<file path="src/hw/gst_pkg.sv">
`default_nettype none

// ----------------------------------------------------------------
// Shared constants of the gated sixteen-bit timer
// ----------------------------------------------------------------
package gst_pkg;

	// Clock rate and the instruction clock, which runs at a quarter of it
	localparam int unsigned CLK_HZ        = 10_000_000;
	localparam int unsigned INSTR_DIV     = 4;
	localparam logic [1:0]  INSTR_LAST    = 2'(INSTR_DIV - 1);

	// Register bus shape and register offsets
	localparam int unsigned ADDR_W        = 3;
	localparam int unsigned DATA_W        = 8;
	localparam logic [2:0]  OFS_COUNT_LOW = 3'h0;
	localparam logic [2:0]  OFS_COUNT_HIGH = 3'h1;
	localparam logic [2:0]  OFS_TIMER_CTL = 3'h2;
	localparam logic [2:0]  OFS_GATE_CTL  = 3'h3;
	localparam logic [2:0]  OFS_AUX       = 3'h4;

	// timer_control_reg fields
	localparam int unsigned TCR_ON_BIT    = 0;
	localparam int unsigned TCR_SYNC_BIT  = 2;
	localparam int unsigned TCR_OSC_BIT   = 3;
	localparam int unsigned TCR_PS_LSB    = 4;
	localparam int unsigned TCR_CS_LSB    = 6;
	localparam logic [7:0]  TCR_RW_MASK   = 8'hfd;
	localparam logic [7:0]  TCR_RESET     = 8'h00;

	// gate_control_reg fields
	localparam int unsigned GCR_GSS_LSB   = 0;
	localparam int unsigned GCR_TM_BIT    = 5;
	localparam int unsigned GCR_POL_BIT   = 6;
	localparam int unsigned GCR_GE_BIT    = 7;
	localparam logic [7:0]  GCR_RW_MASK   = 8'he3;
	localparam logic [7:0]  GCR_RESET     = 8'h00;

	// Auxiliary register: overflow flag and comparator sync select
	localparam int unsigned AUX_OVF_BIT   = 0;
	localparam int unsigned AUX_CSYNC_BIT = 1;
	localparam logic        AUX_CSYNC_RESET = 1'b0;

	// Counter and eight-bit timer values
	localparam logic [15:0] COUNT_RESET   = 16'h0000;
	localparam logic [15:0] COUNT_MAX     = 16'hffff;
	localparam logic [7:0]  T0_MAX        = 8'hff;
	localparam logic [7:0]  T0_ZERO       = 8'h00;

	typedef enum logic [1:0] {
		GST_CS_INSTR = 2'b00,
		GST_CS_SYS   = 2'b01,
		GST_CS_PIN   = 2'b10,
		GST_CS_CAP   = 2'b11
	} gst_clk_src_t;

	typedef enum logic [1:0] {
		GST_GS_PIN   = 2'b00,
		GST_GS_T0OVF = 2'b01,
		GST_GS_COMP  = 2'b10,
		GST_GS_RSVD  = 2'b11
	} gst_gate_src_t;

	// True for the sources that arrive from outside the clock domain
	function automatic logic gst_is_ext(input gst_clk_src_t cs);
		return cs[1];
	endfunction : gst_is_ext

endpackage : gst_pkg

`default_nettype wire

</file>
<file path="src/hw/gst_link_if.sv">
`default_nettype none

// ----------------------------------------------------------------
// Signals between the timer core, its prescaler and its gate
// ----------------------------------------------------------------
interface gst_link_if;
	logic       raw_tick;     // Selected source edge, before division
	logic       cnt_clear;    // Clears the prescale counter
	logic [1:0] ps_sel;       // Prescale field
	logic       pre_tick;     // Divided tick
	logic       timer_on;     // Timer enabled
	logic       toggle_mode;  // Gate toggle mode
	logic       gate_pol;     // Gate polarity
	logic [1:0] gate_sel;     // Gate source field
	logic       comp_sync;    // Comparator sampled on timer ticks
	logic       gate_pin;     // Gate pin level
	logic [7:0] t0_count;     // Eight-bit timer value
	logic       comp_out;     // Comparator output
	logic       gate_open;    // Gate lets the counter advance

	modport core (output raw_tick, cnt_clear, ps_sel, timer_on, toggle_mode, gate_pol, gate_sel,
		comp_sync, gate_pin, t0_count, comp_out, input pre_tick, gate_open);
	modport pre  (input raw_tick, cnt_clear, ps_sel, output pre_tick);
	modport gate (input pre_tick, timer_on, toggle_mode, gate_pol, gate_sel, comp_sync, gate_pin,
		t0_count, comp_out, output gate_open);
endinterface : gst_link_if

`default_nettype wire

</file>
<file path="src/hw/gst_prescaler.sv">
`default_nettype none

// ----------------------------------------------------------------
// Divide-by-1/2/4/8 prescaler
// ----------------------------------------------------------------
module gst_prescaler (
	input  wire logic clk,   // System clock
	input  wire logic nrst,  // Synchronous reset, active low
	input  wire logic ce,    // Clock enable
	gst_link_if.pre   lnk    // Tick path
);
	import gst_pkg::*;

	logic [2:0] div_q;
	logic [2:0] last;

	// Last count before wrap: 0, 1, 3 or 7
	assign last = 3'((4'h1 << lnk.ps_sel) - 4'h1);
	assign lnk.pre_tick = lnk.raw_tick && !lnk.cnt_clear && (div_q >= last);

	// Hidden counter; a count byte write clears it, a lowered divide wraps at once instead of running on to 7
	always_ff @(posedge clk) begin
		if (!nrst) begin
			div_q <= 3'h0;
		end else if (ce) begin
			if (lnk.cnt_clear) begin
				div_q <= 3'h0;
			end else if (lnk.raw_tick) begin
				div_q <= (div_q >= last) ? 3'h0 : 3'(div_q + 3'h1);
			end
		end
	end

	a_presc_clear: assert property (@(posedge clk) disable iff (!nrst) ce && lnk.cnt_clear |=> div_q == 3'h0)
		else $error("prescaler not cleared by count write");
	a_div_by_one: assert property (@(posedge clk) disable iff (!nrst)
		lnk.ps_sel == 2'b00 && lnk.raw_tick && !lnk.cnt_clear |-> lnk.pre_tick)
		else $error("divide by one dropped a tick");

endmodule : gst_prescaler

`default_nettype wire

</file>
<file path="src/hw/gst_gate.sv">
`default_nettype none

// ----------------------------------------------------------------
// Gate source select, polarity and toggle flip-flop
// ----------------------------------------------------------------
module gst_gate (
	input  wire logic clk,   // System clock
	input  wire logic nrst,  // Synchronous reset, active low
	input  wire logic ce,    // Clock enable
	gst_link_if.gate  lnk    // Gate controls and result
);
	import gst_pkg::*;

	logic [7:0] t0_prev_q;
	logic       t0_pulse_q;
	logic       comp_s_q;
	logic       src;
	logic       active;
	logic       active_prev_q;
	logic       tff_q;

	// Roll-over of the eight-bit timer becomes a one-cycle high pulse
	always_ff @(posedge clk) begin
		if (!nrst) begin
			t0_prev_q  <= T0_ZERO;
			t0_pulse_q <= 1'b0;
		end else if (ce) begin
			t0_prev_q  <= lnk.t0_count;
			t0_pulse_q <= (t0_prev_q == T0_MAX) && (lnk.t0_count == T0_ZERO);
		end
	end

	// Comparator copy taken only on timer ticks
	always_ff @(posedge clk) begin
		if (!nrst) begin
			comp_s_q <= 1'b0;
		end else if (ce && lnk.pre_tick) begin
			comp_s_q <= lnk.comp_out;
		end
	end

	// Source select; the reserved code reads as a steady low
	always_comb begin
		case (gst_gate_src_t'(lnk.gate_sel))
			GST_GS_PIN:   src = lnk.gate_pin;
			GST_GS_T0OVF: src = t0_pulse_q;
			GST_GS_COMP:  src = lnk.comp_sync ? comp_s_q : lnk.comp_out;
			default:      src = 1'b0;
		endcase
	end

	assign active = (src == lnk.gate_pol);

	// Toggle flop flips on each activating edge, so one gate period counts
	always_ff @(posedge clk) begin
		if (!nrst) begin
			active_prev_q <= 1'b0;
			tff_q         <= 1'b0;
		end else if (ce) begin
			active_prev_q <= active;
			if (!lnk.toggle_mode || !lnk.timer_on) begin
				tff_q <= 1'b0;
			end else if (active && !active_prev_q) begin
				tff_q <= !tff_q;
			end
		end
	end

	assign lnk.gate_open = lnk.toggle_mode ? tff_q : active;

	a_toggle_held: assert property (@(posedge clk) disable iff (!nrst) ce && !lnk.toggle_mode |=> !tff_q)
		else $error("toggle flop not held clear");
	a_off_clears_tff: assert property (@(posedge clk) disable iff (!nrst) ce && !lnk.timer_on |=> !tff_q)
		else $error("timer off did not clear toggle flop");
	a_rsvd_source: assert property (@(posedge clk) disable iff (!nrst)
		lnk.gate_sel == 2'b11 && !lnk.toggle_mode |-> lnk.gate_open == !lnk.gate_pol)
		else $error("reserved gate source not low");

endmodule : gst_gate

`default_nettype wire

</file>
<file path="src/hw/gst_timer.sv">
// The strobed register port and the address map were decided locally.
`default_nettype none

// How it works
// - Sixteen-bit up-counter in two bytes; a byte write loads that byte at once.
// - Off while timer_on is 0; gate_enable decides free or gated counting.
// - Source field picks instruction, system, pin or crystal, capacitive oscillator.
// - System clock source adds one per clock, four per instruction cycle.
// - External sources count rising edges, with or without the extra sync stage.
// - After enable or count write an external source needs a falling edge before its first count.
// - The selected clock is divided by 1, 2, 4 or 8 before the counter.
// - Prescale counter is hidden from software and cleared on any count write.
// - Crystal amplifier runs whenever osc_enable is set, also in sleep.
// - sync_disable counts external edges directly and keeps counting in sleep.
// - Changing sync mode may drop or add a single increment.
// - Byte reads always return a settled value; software handles rollover between reads.
// - With gating on, count only while the gate is active, else hold.
// - Gate is active when its source equals gate_polarity.
// - Gate source: 00 pin, 01 eight-bit timer overflow, 10 comparator, 11 reserved.
// - Eight-bit timer wrap from ff to 00 makes a pulse for the gate.
// - Comparator gate source is either sampled on timer ticks or passed straight.
// - Toggle mode routes the gate through a flop flipping on each active edge.
// - With toggle mode clear the toggle flop is held at zero.
// - Prescale codes: 11 divide 8, 10 divide 4, 01 divide 2, 00 divide 1.
// - Clearing timer_on stops the count and clears the toggle flop.
// - Wrap from ffff to 0000 sets overflow_flag; only software clears it.

// ----------------------------------------------------------------
// Gated sixteen-bit timer, top level
// ----------------------------------------------------------------
module gst_timer (
	input  wire logic                 clk,                    // System clock, 10 MHz
	input  wire logic                 nrst,                   // Synchronous reset, active low
	input  wire logic                 ce,                     // Clock enable, freezes all state when low
	input  wire logic [gst_pkg::ADDR_W-1:0] addr,             // Register address
	input  wire logic [gst_pkg::DATA_W-1:0] wdata,            // Write data
	input  wire logic                 we,                     // Write strobe
	input  wire logic                 re,                     // Read strobe
	output logic [gst_pkg::DATA_W-1:0] rdata_q,               // Read data, cycle after re
	input  wire logic                 ext_clock_pin,          // External count input
	input  wire logic                 crystal_in_pin,         // Crystal amplifier input
	output logic                      crystal_out_pin_q,      // Crystal amplifier output
	input  wire logic                 cap_osc_in,             // Capacitive-sensing oscillator
	input  wire logic                 gate_pin,               // Gate pin
	input  wire logic [7:0]           eight_bit_timer,        // Value of the eight-bit timer
	input  wire logic                 comparator_gate_output, // Comparator output
	input  wire logic                 sleep,                  // Processor asleep
	output logic                      overflow_flag_q,        // Sticky overflow flag
	output logic                      wake_q                  // Overflow while asleep
);
	import gst_pkg::*;

	// ----------------------------------------------------------------
	// Registers and decoded fields
	// ----------------------------------------------------------------
	logic [15:0]   cnt_q;
	logic [7:0]    tcr_q;
	logic [7:0]    gcr_q;
	logic          csync_q;
	logic [1:0]    phase_q;
	logic          armed_q;
	gst_clk_src_t  cs;
	logic          timer_on;
	logic          osc_enable;
	logic          sync_disable;
	logic          gate_enable;
	logic          wr_low;
	logic          wr_high;
	logic          cnt_wr;
	logic          wr_aux;
	logic          sel_cur;
	logic          sel_prev;
	logic          ext_rise;
	logic          ext_fall;
	logic          run_ok;
	logic          src_tick;
	logic          inc;
	logic          ovf_set;
	logic [1:0]    ext_idx;
	logic [2:0]    ext_in;
	logic [2:0]    s0_q;
	logic [2:0]    s1_q;
	logic [2:0]    s2_q;
	logic [7:0]    cnt_hi;

	gst_link_if lnk ();

	assign cs           = gst_clk_src_t'(tcr_q[TCR_CS_LSB +: 2]);
	assign timer_on     = tcr_q[TCR_ON_BIT];
	assign osc_enable   = tcr_q[TCR_OSC_BIT];
	assign sync_disable = tcr_q[TCR_SYNC_BIT];
	assign gate_enable  = gcr_q[GCR_GE_BIT];

	// Write decodes; the count bytes share one clear path
	assign wr_low  = we && (addr == OFS_COUNT_LOW);
	assign wr_high = we && (addr == OFS_COUNT_HIGH);
	assign cnt_wr  = wr_low || wr_high;
	assign wr_aux  = we && (addr == OFS_AUX);

	// ----------------------------------------------------------------
	// Control registers
	// ----------------------------------------------------------------
	// Reserved bits are masked so they always read zero
	always_ff @(posedge clk) begin
		if (!nrst) begin
			tcr_q   <= TCR_RESET;
			gcr_q   <= GCR_RESET;
			csync_q <= AUX_CSYNC_RESET;
		end else if (ce) begin
			if (we && addr == OFS_TIMER_CTL) begin
				tcr_q <= wdata & TCR_RW_MASK;
			end
			if (we && addr == OFS_GATE_CTL) begin
				gcr_q <= wdata & GCR_RW_MASK;
			end
			if (wr_aux) begin
				csync_q <= wdata[AUX_CSYNC_BIT];
			end
		end
	end

	// ----------------------------------------------------------------
	// Clock sources
	// ----------------------------------------------------------------
	// Instruction clock phase, free running
	always_ff @(posedge clk) begin
		if (!nrst) begin
			phase_q <= 2'h0;
		end else if (ce) begin
			phase_q <= 2'(phase_q + 2'h1);
		end
	end

	// External sources: pin, crystal, capacitive oscillator
	assign ext_in = {cap_osc_in, crystal_in_pin, ext_clock_pin};

	// Each source gets a three-deep sample chain; sync mode looks one stage later
	genvar gi;
	generate
		for (gi = 0; gi < 3; gi++) begin : g_ext
			always_ff @(posedge clk) begin
				if (!nrst) begin
					s0_q[gi] <= 1'b0;
					s1_q[gi] <= 1'b0;
					s2_q[gi] <= 1'b0;
				end else if (ce) begin
					s0_q[gi] <= ext_in[gi];
					s1_q[gi] <= s0_q[gi];
					s2_q[gi] <= s1_q[gi];
				end
			end
		end
	endgenerate

	// Source index for the pin/crystal code and the oscillator code
	always_comb begin
		case (cs)
			GST_CS_PIN: ext_idx = osc_enable ? 2'd1 : 2'd0;
			GST_CS_CAP: ext_idx = 2'd2;
			default:    ext_idx = 2'd0;
		endcase
	end

	// Direct path is one stage earlier, so a mode change can slip one edge
	assign sel_cur  = sync_disable ? s0_q[ext_idx] : s1_q[ext_idx];
	assign sel_prev = sync_disable ? s1_q[ext_idx] : s2_q[ext_idx];
	assign ext_rise = sel_cur && !sel_prev;
	assign ext_fall = !sel_cur && sel_prev;

	// A falling edge must be seen after enable or a count write
	always_ff @(posedge clk) begin
		if (!nrst) begin
			armed_q <= 1'b0;
		end else if (ce) begin
			if (!timer_on || cnt_wr) begin
				armed_q <= 1'b0;
			end else if (ext_fall) begin
				armed_q <= 1'b1;
			end
		end
	end

	// In sleep only the direct external path keeps ticking
	assign run_ok = timer_on && (!sleep || (gst_is_ext(cs) && sync_disable));

	// Raw tick before the prescaler
	always_comb begin
		case (cs)
			GST_CS_SYS:   src_tick = 1'b1;
			GST_CS_INSTR: src_tick = (phase_q == INSTR_LAST);
			GST_CS_PIN:   src_tick = ext_rise && armed_q;
			GST_CS_CAP:   src_tick = ext_rise && armed_q;
			default:      src_tick = 1'b0;
		endcase
	end

	// ----------------------------------------------------------------
	// Prescaler and gate
	// ----------------------------------------------------------------
	assign lnk.raw_tick    = src_tick && run_ok;
	assign lnk.cnt_clear   = cnt_wr;
	assign lnk.ps_sel      = tcr_q[TCR_PS_LSB +: 2];
	assign lnk.timer_on    = timer_on;
	assign lnk.toggle_mode = gcr_q[GCR_TM_BIT];
	assign lnk.gate_pol    = gcr_q[GCR_POL_BIT];
	assign lnk.gate_sel    = gcr_q[GCR_GSS_LSB +: 2];
	assign lnk.comp_sync   = csync_q;
	assign lnk.gate_pin    = gate_pin;
	assign lnk.t0_count    = eight_bit_timer;
	assign lnk.comp_out    = comparator_gate_output;

	gst_prescaler u_pre (
		.clk  (clk),
		.nrst (nrst),
		.ce   (ce),
		.lnk  (lnk.pre)
	);

	gst_gate u_gate (
		.clk  (clk),
		.nrst (nrst),
		.ce   (ce),
		.lnk  (lnk.gate)
	);

	// ----------------------------------------------------------------
	// Counter and overflow
	// ----------------------------------------------------------------
	assign inc     = lnk.pre_tick && (!gate_enable || lnk.gate_open);
	assign ovf_set = inc && (cnt_q == COUNT_MAX) && !cnt_wr;

	// A write wins over a coinciding increment; stopping first avoids the race
	always_ff @(posedge clk) begin
		if (!nrst) begin
			cnt_q <= COUNT_RESET;
		end else if (ce) begin
			if (wr_low) begin
				cnt_q[7:0] <= wdata;
			end else if (wr_high) begin
				cnt_q[15:8] <= wdata;
			end else if (inc) begin
				cnt_q <= 16'(cnt_q + 16'h1);
			end
		end
	end

	// Sticky flag: set wins over a software clear in the same cycle
	always_ff @(posedge clk) begin
		if (!nrst) begin
			overflow_flag_q <= 1'b0;
			wake_q          <= 1'b0;
		end else if (ce) begin
			overflow_flag_q <= ovf_set || (overflow_flag_q && !(wr_aux && !wdata[AUX_OVF_BIT]));
			wake_q          <= ovf_set && sleep;
		end
	end

	// Crystal amplifier inverts its input while enabled, asleep or not
	always_ff @(posedge clk) begin
		if (!nrst) begin
			crystal_out_pin_q <= 1'b0;
		end else if (ce) begin
			crystal_out_pin_q <= osc_enable && !crystal_in_pin;
		end
	end

	// ----------------------------------------------------------------
	// Read port
	// ----------------------------------------------------------------
	// High byte alias, so the read check can look back at it
	assign cnt_hi = cnt_q[15:8];

	// Bytes come from the settled counter flops, so each read is whole
	always_ff @(posedge clk) begin
		if (!nrst) begin
			rdata_q <= 8'h00;
		end else if (ce) begin
			if (re) begin
				case (addr)
					OFS_COUNT_LOW:  rdata_q <= cnt_q[7:0];
					OFS_COUNT_HIGH: rdata_q <= cnt_q[15:8];
					OFS_TIMER_CTL:  rdata_q <= tcr_q;
					OFS_GATE_CTL:   rdata_q <= gcr_q;
					OFS_AUX:        rdata_q <= {6'h00, csync_q, overflow_flag_q};
					default:        rdata_q <= 8'h00;
				endcase
			end else begin
				rdata_q <= 8'h00;
			end
		end
	end

	// ----------------------------------------------------------------
	// Checks
	// ----------------------------------------------------------------
	a_low_byte_load: assert property (@(posedge clk) disable iff (!nrst)
		ce && wr_low |=> cnt_q[7:0] == $past(wdata))
		else $error("low count byte not loaded");
	a_off_holds: assert property (@(posedge clk) disable iff (!nrst)
		!timer_on && !cnt_wr |=> cnt_q == $past(cnt_q))
		else $error("counter moved while off");
	a_sysclk_rate: assert property (@(posedge clk) disable iff (!nrst)
		ce && timer_on && cs == GST_CS_SYS && lnk.ps_sel == 2'b00 && !gate_enable && !sleep && !cnt_wr
		|=> cnt_q == 16'($past(cnt_q) + 16'h1))
		else $error("system clock source missed a count");
	a_needs_fall: assert property (@(posedge clk) disable iff (!nrst)
		gst_is_ext(cs) && !armed_q |-> !inc)
		else $error("external count before falling edge");
	a_gate_hold: assert property (@(posedge clk) disable iff (!nrst)
		gate_enable && !lnk.gate_open && !cnt_wr |=> cnt_q == $past(cnt_q))
		else $error("counter moved with gate closed");
	a_ovf_set: assert property (@(posedge clk) disable iff (!nrst)
		ce && inc && cnt_q == COUNT_MAX && !cnt_wr |=> overflow_flag_q && cnt_q == COUNT_RESET)
		else $error("rollover did not set the flag");
	a_sleep_freeze: assert property (@(posedge clk) disable iff (!nrst)
		sleep && !sync_disable && !cnt_wr |=> cnt_q == $past(cnt_q))
		else $error("synchronous count moved in sleep");
	a_high_byte_load: assert property (@(posedge clk) disable iff (!nrst)
		ce && wr_high |=> cnt_q[15:8] == $past(wdata))
		else $error("high count byte not loaded");
	a_instr_rate: assert property (@(posedge clk) disable iff (!nrst)
		ce && timer_on && cs == GST_CS_INSTR && phase_q != INSTR_LAST && !cnt_wr |=> cnt_q == $past(cnt_q))
		else $error("instruction clock counted off phase");
	a_xtal_runs: assert property (@(posedge clk) disable iff (!nrst)
		ce && osc_enable && !crystal_in_pin |=> crystal_out_pin_q)
		else $error("crystal amplifier not driving");
	a_xtal_idle: assert property (@(posedge clk) disable iff (!nrst)
		ce && !osc_enable |=> !crystal_out_pin_q)
		else $error("crystal amplifier on while disabled");
	a_wake_pulse: assert property (@(posedge clk) disable iff (!nrst)
		ce && ovf_set && sleep |=> wake_q)
		else $error("overflow in sleep gave no wake");
	a_read_high: assert property (@(posedge clk) disable iff (!nrst)
		ce && re && addr == OFS_COUNT_HIGH |=> rdata_q == $past(cnt_hi))
		else $error("high byte read not the counter");
	a_read_idle: assert property (@(posedge clk) disable iff (!nrst)
		ce && !re |=> rdata_q == 8'h00)
		else $error("read data stood past its cycle");
	a_ovf_sticky: assert property (@(posedge clk) disable iff (!nrst)
		ce && overflow_flag_q && !wr_aux |=> overflow_flag_q)
		else $error("overflow flag dropped on its own");

endmodule : gst_timer

`default_nettype wire

</file>
<file path="config.mk">
export PLATFORM = sky130hd
export DESIGN_NAME = gst_timer
export DESIGN_NICKNAME = d
export VERILOG_FILES = /design/src/hw/gst_pkg.sv /design/src/hw/gst_link_if.sv /design/src/hw/gst_prescaler.sv /design/src/hw/gst_gate.sv /design/src/hw/gst_timer.sv
export SDC_FILE = /design/constraint.sdc
export NUM_CORES = 1
export LEC_CHECK = 0
export BUFFER_PORTS_ARGS = -buffer_cell sky130_fd_sc_hd__buf_4
export CELL_PAD_IN_SITES_DETAIL_PLACEMENT = 0
export CELL_PAD_IN_SITES_GLOBAL_PLACEMENT = 1
export CORE_MARGIN = 5
export CORE_UTILIZATION = 45
export DETAILED_ROUTE_END_ITERATION = 8
export PLACE_DENSITY_LB_ADDON = 0.1
export SLEW_MARGIN = 30
export SYNTH_ARGS = -nofsm -noshare
export SYNTH_HDL_FRONTEND = slang
export SYNTH_SLANG_ARGS = --single-unit
</file>
<file path="constraint.sdc">
create_clock -name clk -period 4.3 [get_ports clk]
set_input_delay 1.29 -clock clk [delete_from_list [all_inputs] [get_ports clk]]
set_output_delay 1.29 -clock clk [all_outputs]
set_load 0.005 [all_outputs]
</file>
Word-level counts from Yosys, hierarchy flattened
Index checks and enable logic that the tools add are counted.
Widths: inputs -> output; s select.
- flip-flop bits (word level): 67
- output and inout port bits: 11
- logic and storage cells: 134
- input bits: 30
- bitwise logic cells: 1
- add/subtract/negate cells: 4
- magnitude comparators: 2
- shift-type cells: 1
- equality and inequality tests: 14
- reduce and logical (&&, ||, !) cells: 59
- muxes and demuxes: 27
- operators with widths (kind ; number):
    $pmux 8 s5 ; 1
    $mux 8 ; 4
    $logic_and 1x1->1 ; 23
    $add 16x1->16 const B ; 1
    $eq 16x16->1 const B ; 1
    $mux 16 ; 1
    $logic_not 1->1 ; 12
    $mux 1 ; 12
    $reduce_and 2->1 ; 6
    $reduce_bool 2->1 ; 5
    $mux 3 ; 3
    $eq 2x2->1 const B ; 4
    $eq 8x8->1 const B ; 1
    $logic_not 8->1 ; 1
    $bmux 1 s2 ; 3
    $eq 3x2->1 const B ; 2
    $logic_or 1x1->1 ; 6
    $pmux 1 s3 ; 2
    $reduce_and 3->1 ; 2
    $eq 2x1->1 const B ; 2
    $logic_not 2->1 ; 2
    $pmux 2 s2 ; 1
    $add 3x1->3 const B ; 1
    $eq 3x1->1 const B ; 1
    other kinds (11) ; 11

Logic depth before layout (Yosys ltp)
- depth in word-level cells: 16
- depth in mapped cells: 8
- gate-level depth less buffers: 8

Modules after synthesis
From an unflattened synthesis, not the netlist that was laid out.
- cell total of the unflattened synthesis: 420
- area, all modules: 3648.5 µm²
- modules (own cells, without submodules) (module ; area each (µm²) ; sequential area each (µm²) ; cells each ; instances):
    gst_timer ; 2797.7 ; 1041.0 ; 333 ; 1
    gst_gate ; 610.6 ; 240.2 ; 59 ; 1
    gst_prescaler ; 240.2 ; 60.1 ; 28 ; 1

Worst setup path before layout
Ideal clock, no wire load.
- path type: input-to-reg
- start point: in comparator_gate_output
- end point: reg cnt_q[14]
- setup time: 123 ps
- arrival time: 2735 ps
- cell stages on the path: 6
- required time: 4177 ps
- buffers on the path: 0
- path slack: 1442 ps
- cell sequence: mux2i_1 -> a221oi_2 -> mux2i_1 -> a21oi_4 -> a21boi_4 -> mux2_1
- cells in the longest elaborated chain, start to end: 8
- ends and longest elaborated chain (item ; line ; text):
    start: declaration ; gst_timer.sv:46 ; input wire logic comparator_gate_output,
    $mux 1 ; gst_gate.sv:47 ; GST_GS_COMP: src = lnk.comp_sync ? comp_s_q : lnk.comp_out;
    $pmux 1 s3 ; gst_gate.sv:44 ; case (gst_gate_src_t'(lnk.gate_sel))
    $eq 1x1->1 ; gst_gate.sv:52 ; assign active = (src == lnk.gate_pol);
    $mux 1 ; gst_gate.sv:69 ; assign lnk.gate_open = lnk.toggle_mode ? tff_q : active;
    $logic_or 1x1->1 ; gst_timer.sv:229 ; assign inc = lnk.pre_tick && (!gate_enable || lnk.gate_open);
    $logic_and 1x1->1 ; gst_timer.sv:229 ;
    $reduce_bool 2->1 (no source line) ; - ;
    $reduce_and 3->1 (no source line) ; - ;
    end signal: assignment ; gst_timer.sv:240 ; cnt_q[15:8] <= wdata;
    end signal: assignment ; gst_timer.sv:242 ; cnt_q <= 16'(cnt_q + 16'h1);
    end: declaration ; gst_timer.sv:56 ; logic [15:0] cnt_q;
Every way passes these cells.
A chain may end at the register's enable or synchronous reset.

Final worst setup path
- start point: in ce
- end point: reg cnt_q[14]
- cells in the longest elaborated chain, start to end: 1
- ends and longest elaborated chain (item ; line ; text):
    start: declaration ; gst_timer.sv:34 ; input wire logic ce,
    $reduce_and 3->1 (no source line) ; - ;
Every way passes these cells.

==> qor.csv <==
metric,value,unit
fin_total_pwr,1366,uW
power.density,316.6,nW/um2
drt-wirelength-per-cell,17.83,um
synth_area,3732,um2
multi_input_area,2250,um2
i_o_buffers,40,
timing_worst_slew_pin_value,0.7803,ns
status,"complete, no violations",
timing.critical_path.cells,"buf_4, inv_1, nor3b_1, nand2_1, a21boi_4, mux2_1",
setup_tns,0,ns
slowest_stage,sky130_fd_sc_hd__nor3b_1,
hp-class,flip-flop to flip-flop,
yosys_warnings,0,
final_nets,505,
cts-hold-fix-buffers,0,
layout-drive-gt1-share,17.51,%
first_pass_iters,4,
yosys_most_used_dff,sky130_fd_sc_hd__dfxtp_1,
synth.avg_cell_area,8.560,um2
initial_standard_cell_utilization_of_the_core,45.89,%
cap_violations,0,
worst-endpoint-required,4.54,ns
clock.fmax,0.3284,GHz
placer_congestion_estimate,0.8504,
cts_setup_buffers,0,
cts_tree,yes,
critPathMaxStageDelay,0.46,ns
ioPinCount,41,
number_of_synthesized_flops_with_an_enable_pin,0,
worstPathArrival,3.28,ns
timing.slew.headroom,47.95,%
grt_util_all_layers,21.41,%
clock-root-buffer,sky130_fd_sc_hd__clkbuf_8,
grt_pass1_vias,3257,
post-dp-hpwl,7392,um
cts_num_sinks,67,
max-vdd-ir-drop,0.1892,mV
rsz0062_at_grt,false,
period_minus_slack,3.045,ns
drc_errors,0,
layout.area.seq,1341,um2
critPathTopFamily,simple AND/OR/NAND/NOR gates,
syn-instance-count,436,
critical_path_buf_inv_count,2,
grt_start_max_net_pins,33,
hold_vio_cnt_final,0,
cts.htree.levels,3,
final_max_slew_viol_count,0,
post-synth-top-area-cell,sky130_fd_sc_hd__dfxtp_1,
type_of_destination_of_the_critical_path,flip-flop,
clk-insertion-delay-late,0.35,ns
cts_made_buffers,9,
postSynthRegisterBits,67,
drt_wl_total,10330,um
num_rows,33,
ys_top_cells_by_area,"sky130_fd_sc_hd__dfxtp_1 (36%), sky130_fd_sc_hd__mux2i_1 (11%), sky130_fd_sc_hd__nor2_1 (5.8%)",
die-height,101.1,um
antenna_cells_inserted,0,
clk_pin_slew,0.08,ns
final.setup_skew,0.01300,ns
netlist-cell-type-count,63,
syn2layout_area_growth,15.62,%
critPathLaunchType,input pin,
antenna_left,0,
mappedNetlistNets,472,
setup_viol,0,
num-fill-cells,804,
clock_tree.buffer_depth,2,
wire_length_of_the_first_global_routing_pass,17150,um
synth-seq-area-share,35.94,%
routed_via_density,5.750,
critPathMaxFanout,29,
die_width,101.1,um
grt-ovfl-total,0,
timing.final.crit_share,70.81,%
synth_async_sr_flop_share,0,%
antenna_found_initial,0,
timing.setup.critical_path_class,input pin to flip-flop,
cts_resized,0,
synthDominantCellAreaShare,35.94,%
total_leakage_power,0.001637,uW
core_area,8134,um2
detail_route.iter0.violations,223,
full_die_area,10220,um2
routed-via-count,3329,
## metrics by stage
step	setup WS (ns)	instances	util [%]	hold slack, ns	instance area, um2
after floorplan	1.442	436	-	0.4483	3732
after global placement	1.025	563	50.38	0.4425	4098
after detailed placement	0.9525	563	50.38	0.4538	4098
after CTS	1.280	579	53.05	0.4658	4315
after global routing	1.084	579	53.05	0.4930	4315
final	1.255	579	53.05	0.4657	4315
## area by class of cell
type / instances / share of cell area [%]
Sequential cell: 67 / 31.08
Clock inverter: 6 / 2.088
Clock buffer: 10 / 2.957
Multi-Input combinational cell: 337 / 52.13
Timing Repair Buffer: 46 / 8.002
Tap cell: 105 / 3.044
Inverter: 8 / 0.6959
## final timing paths
path	from	end	slack, ns	cells past startpoint
worst max-delay path	ce	cnt_q[14]	1.26	6
worst min-delay path	crystal_out_pin_q	crystal_out_pin_q	0.47	2
worst max register to register	tcr_q[7]	cnt_q[2]	1.83	6
worst min register to register	crystal_out_pin_q	crystal_out_pin_q	0.47	2
## worst reg2reg max path: cells and delay by family, from the launching register on
family          cells  cell delay (ns)
compound gates      6             1.75
flops               1             0.59
## power breakdown
part	internal (uW)	leakage (uW)	switching, uW	total (uW)
Clock	328	0.000106	263	590
Combinational	55.6	0.000988	78.2	134
Sequential	633	0.000543	9.66	642
## cells by family (layout without fill, tap and decap cells)
family	Yosys count	after routing	share of synthesized area [%]
AOI/OAI and AO/OA	80	80	16.73
xor gates and xnor gates	4	4	0.9388
adders and majority gates	6	6	2.011
buffers and inverters	32	70	3.788
DFF	67	67	35.94
muxes	47	47	13.74
and+or+nand+nor	200	200	26.85
## state kept, by name (all words and copies together) (netlist names), 2 cells and up
signal	flops
gcr_q	5
u_pre.div_q	3
s0_q	3
rdata_q	8
tcr_q	7
cnt_q	16
s2_q	3
phase_q	2
s1_q	3
u_gate.t0_prev_q	8
## cells in the final DEF, fill, tap and decap left out, types with 10 or more instances in the layout
cell and count:
sky130_fd_sc_hd__mux2i_1 40, sky130_fd_sc_hd__a21oi_1 20, sky130_fd_sc_hd__nand2_1 48, sky130_fd_sc_hd__dfxtp_1 67, sky130_fd_sc_hd__nor3_1 16, sky130_fd_sc_hd__buf_4 46, sky130_fd_sc_hd__nand3_1 23, sky130_fd_sc_hd__nand2b_1 11
sky130_fd_sc_hd__o31ai_1 10, sky130_fd_sc_hd__nor2_1 58
## Yosys cell counts (4+ instances only)
cell type	instances
sky130_fd_sc_hd__o31ai_1	10
sky130_fd_sc_hd__nand3b_1	4
sky130_fd_sc_hd__nor4bb_1	4
sky130_fd_sc_hd__dfxtp_1	67
sky130_fd_sc_hd__and2_1	4
sky130_fd_sc_hd__ha_1	6
sky130_fd_sc_hd__a21oi_1	20
sky130_fd_sc_hd__or2_2	4
sky130_fd_sc_hd__nand4_1	7
sky130_fd_sc_hd__nor2b_1	5
sky130_fd_sc_hd__nand2_1	48
sky130_fd_sc_hd__inv_1	8
sky130_fd_sc_hd__nand3_1	23
sky130_fd_sc_hd__clkbuf_1	17
sky130_fd_sc_hd__nor3_1	16
sky130_fd_sc_hd__o22ai_1	9
sky130_fd_sc_hd__nand2b_1	11
sky130_fd_sc_hd__mux2i_1	40
sky130_fd_sc_hd__o21ai_0	6
sky130_fd_sc_hd__nor2_1	58
## routing by layer
layer / GRT usage, % / share of wire, % / vias up
li1: - / - / 1642
met1: 29.36 / 47 / 1591
met2: 34.26 / 47 / 77
met3: 3.183 / 4.5 / 19
met4: 7.464 / 2.1 / 0
met5: 0 / 0 / -
Power figures use the tool's default switching activity.
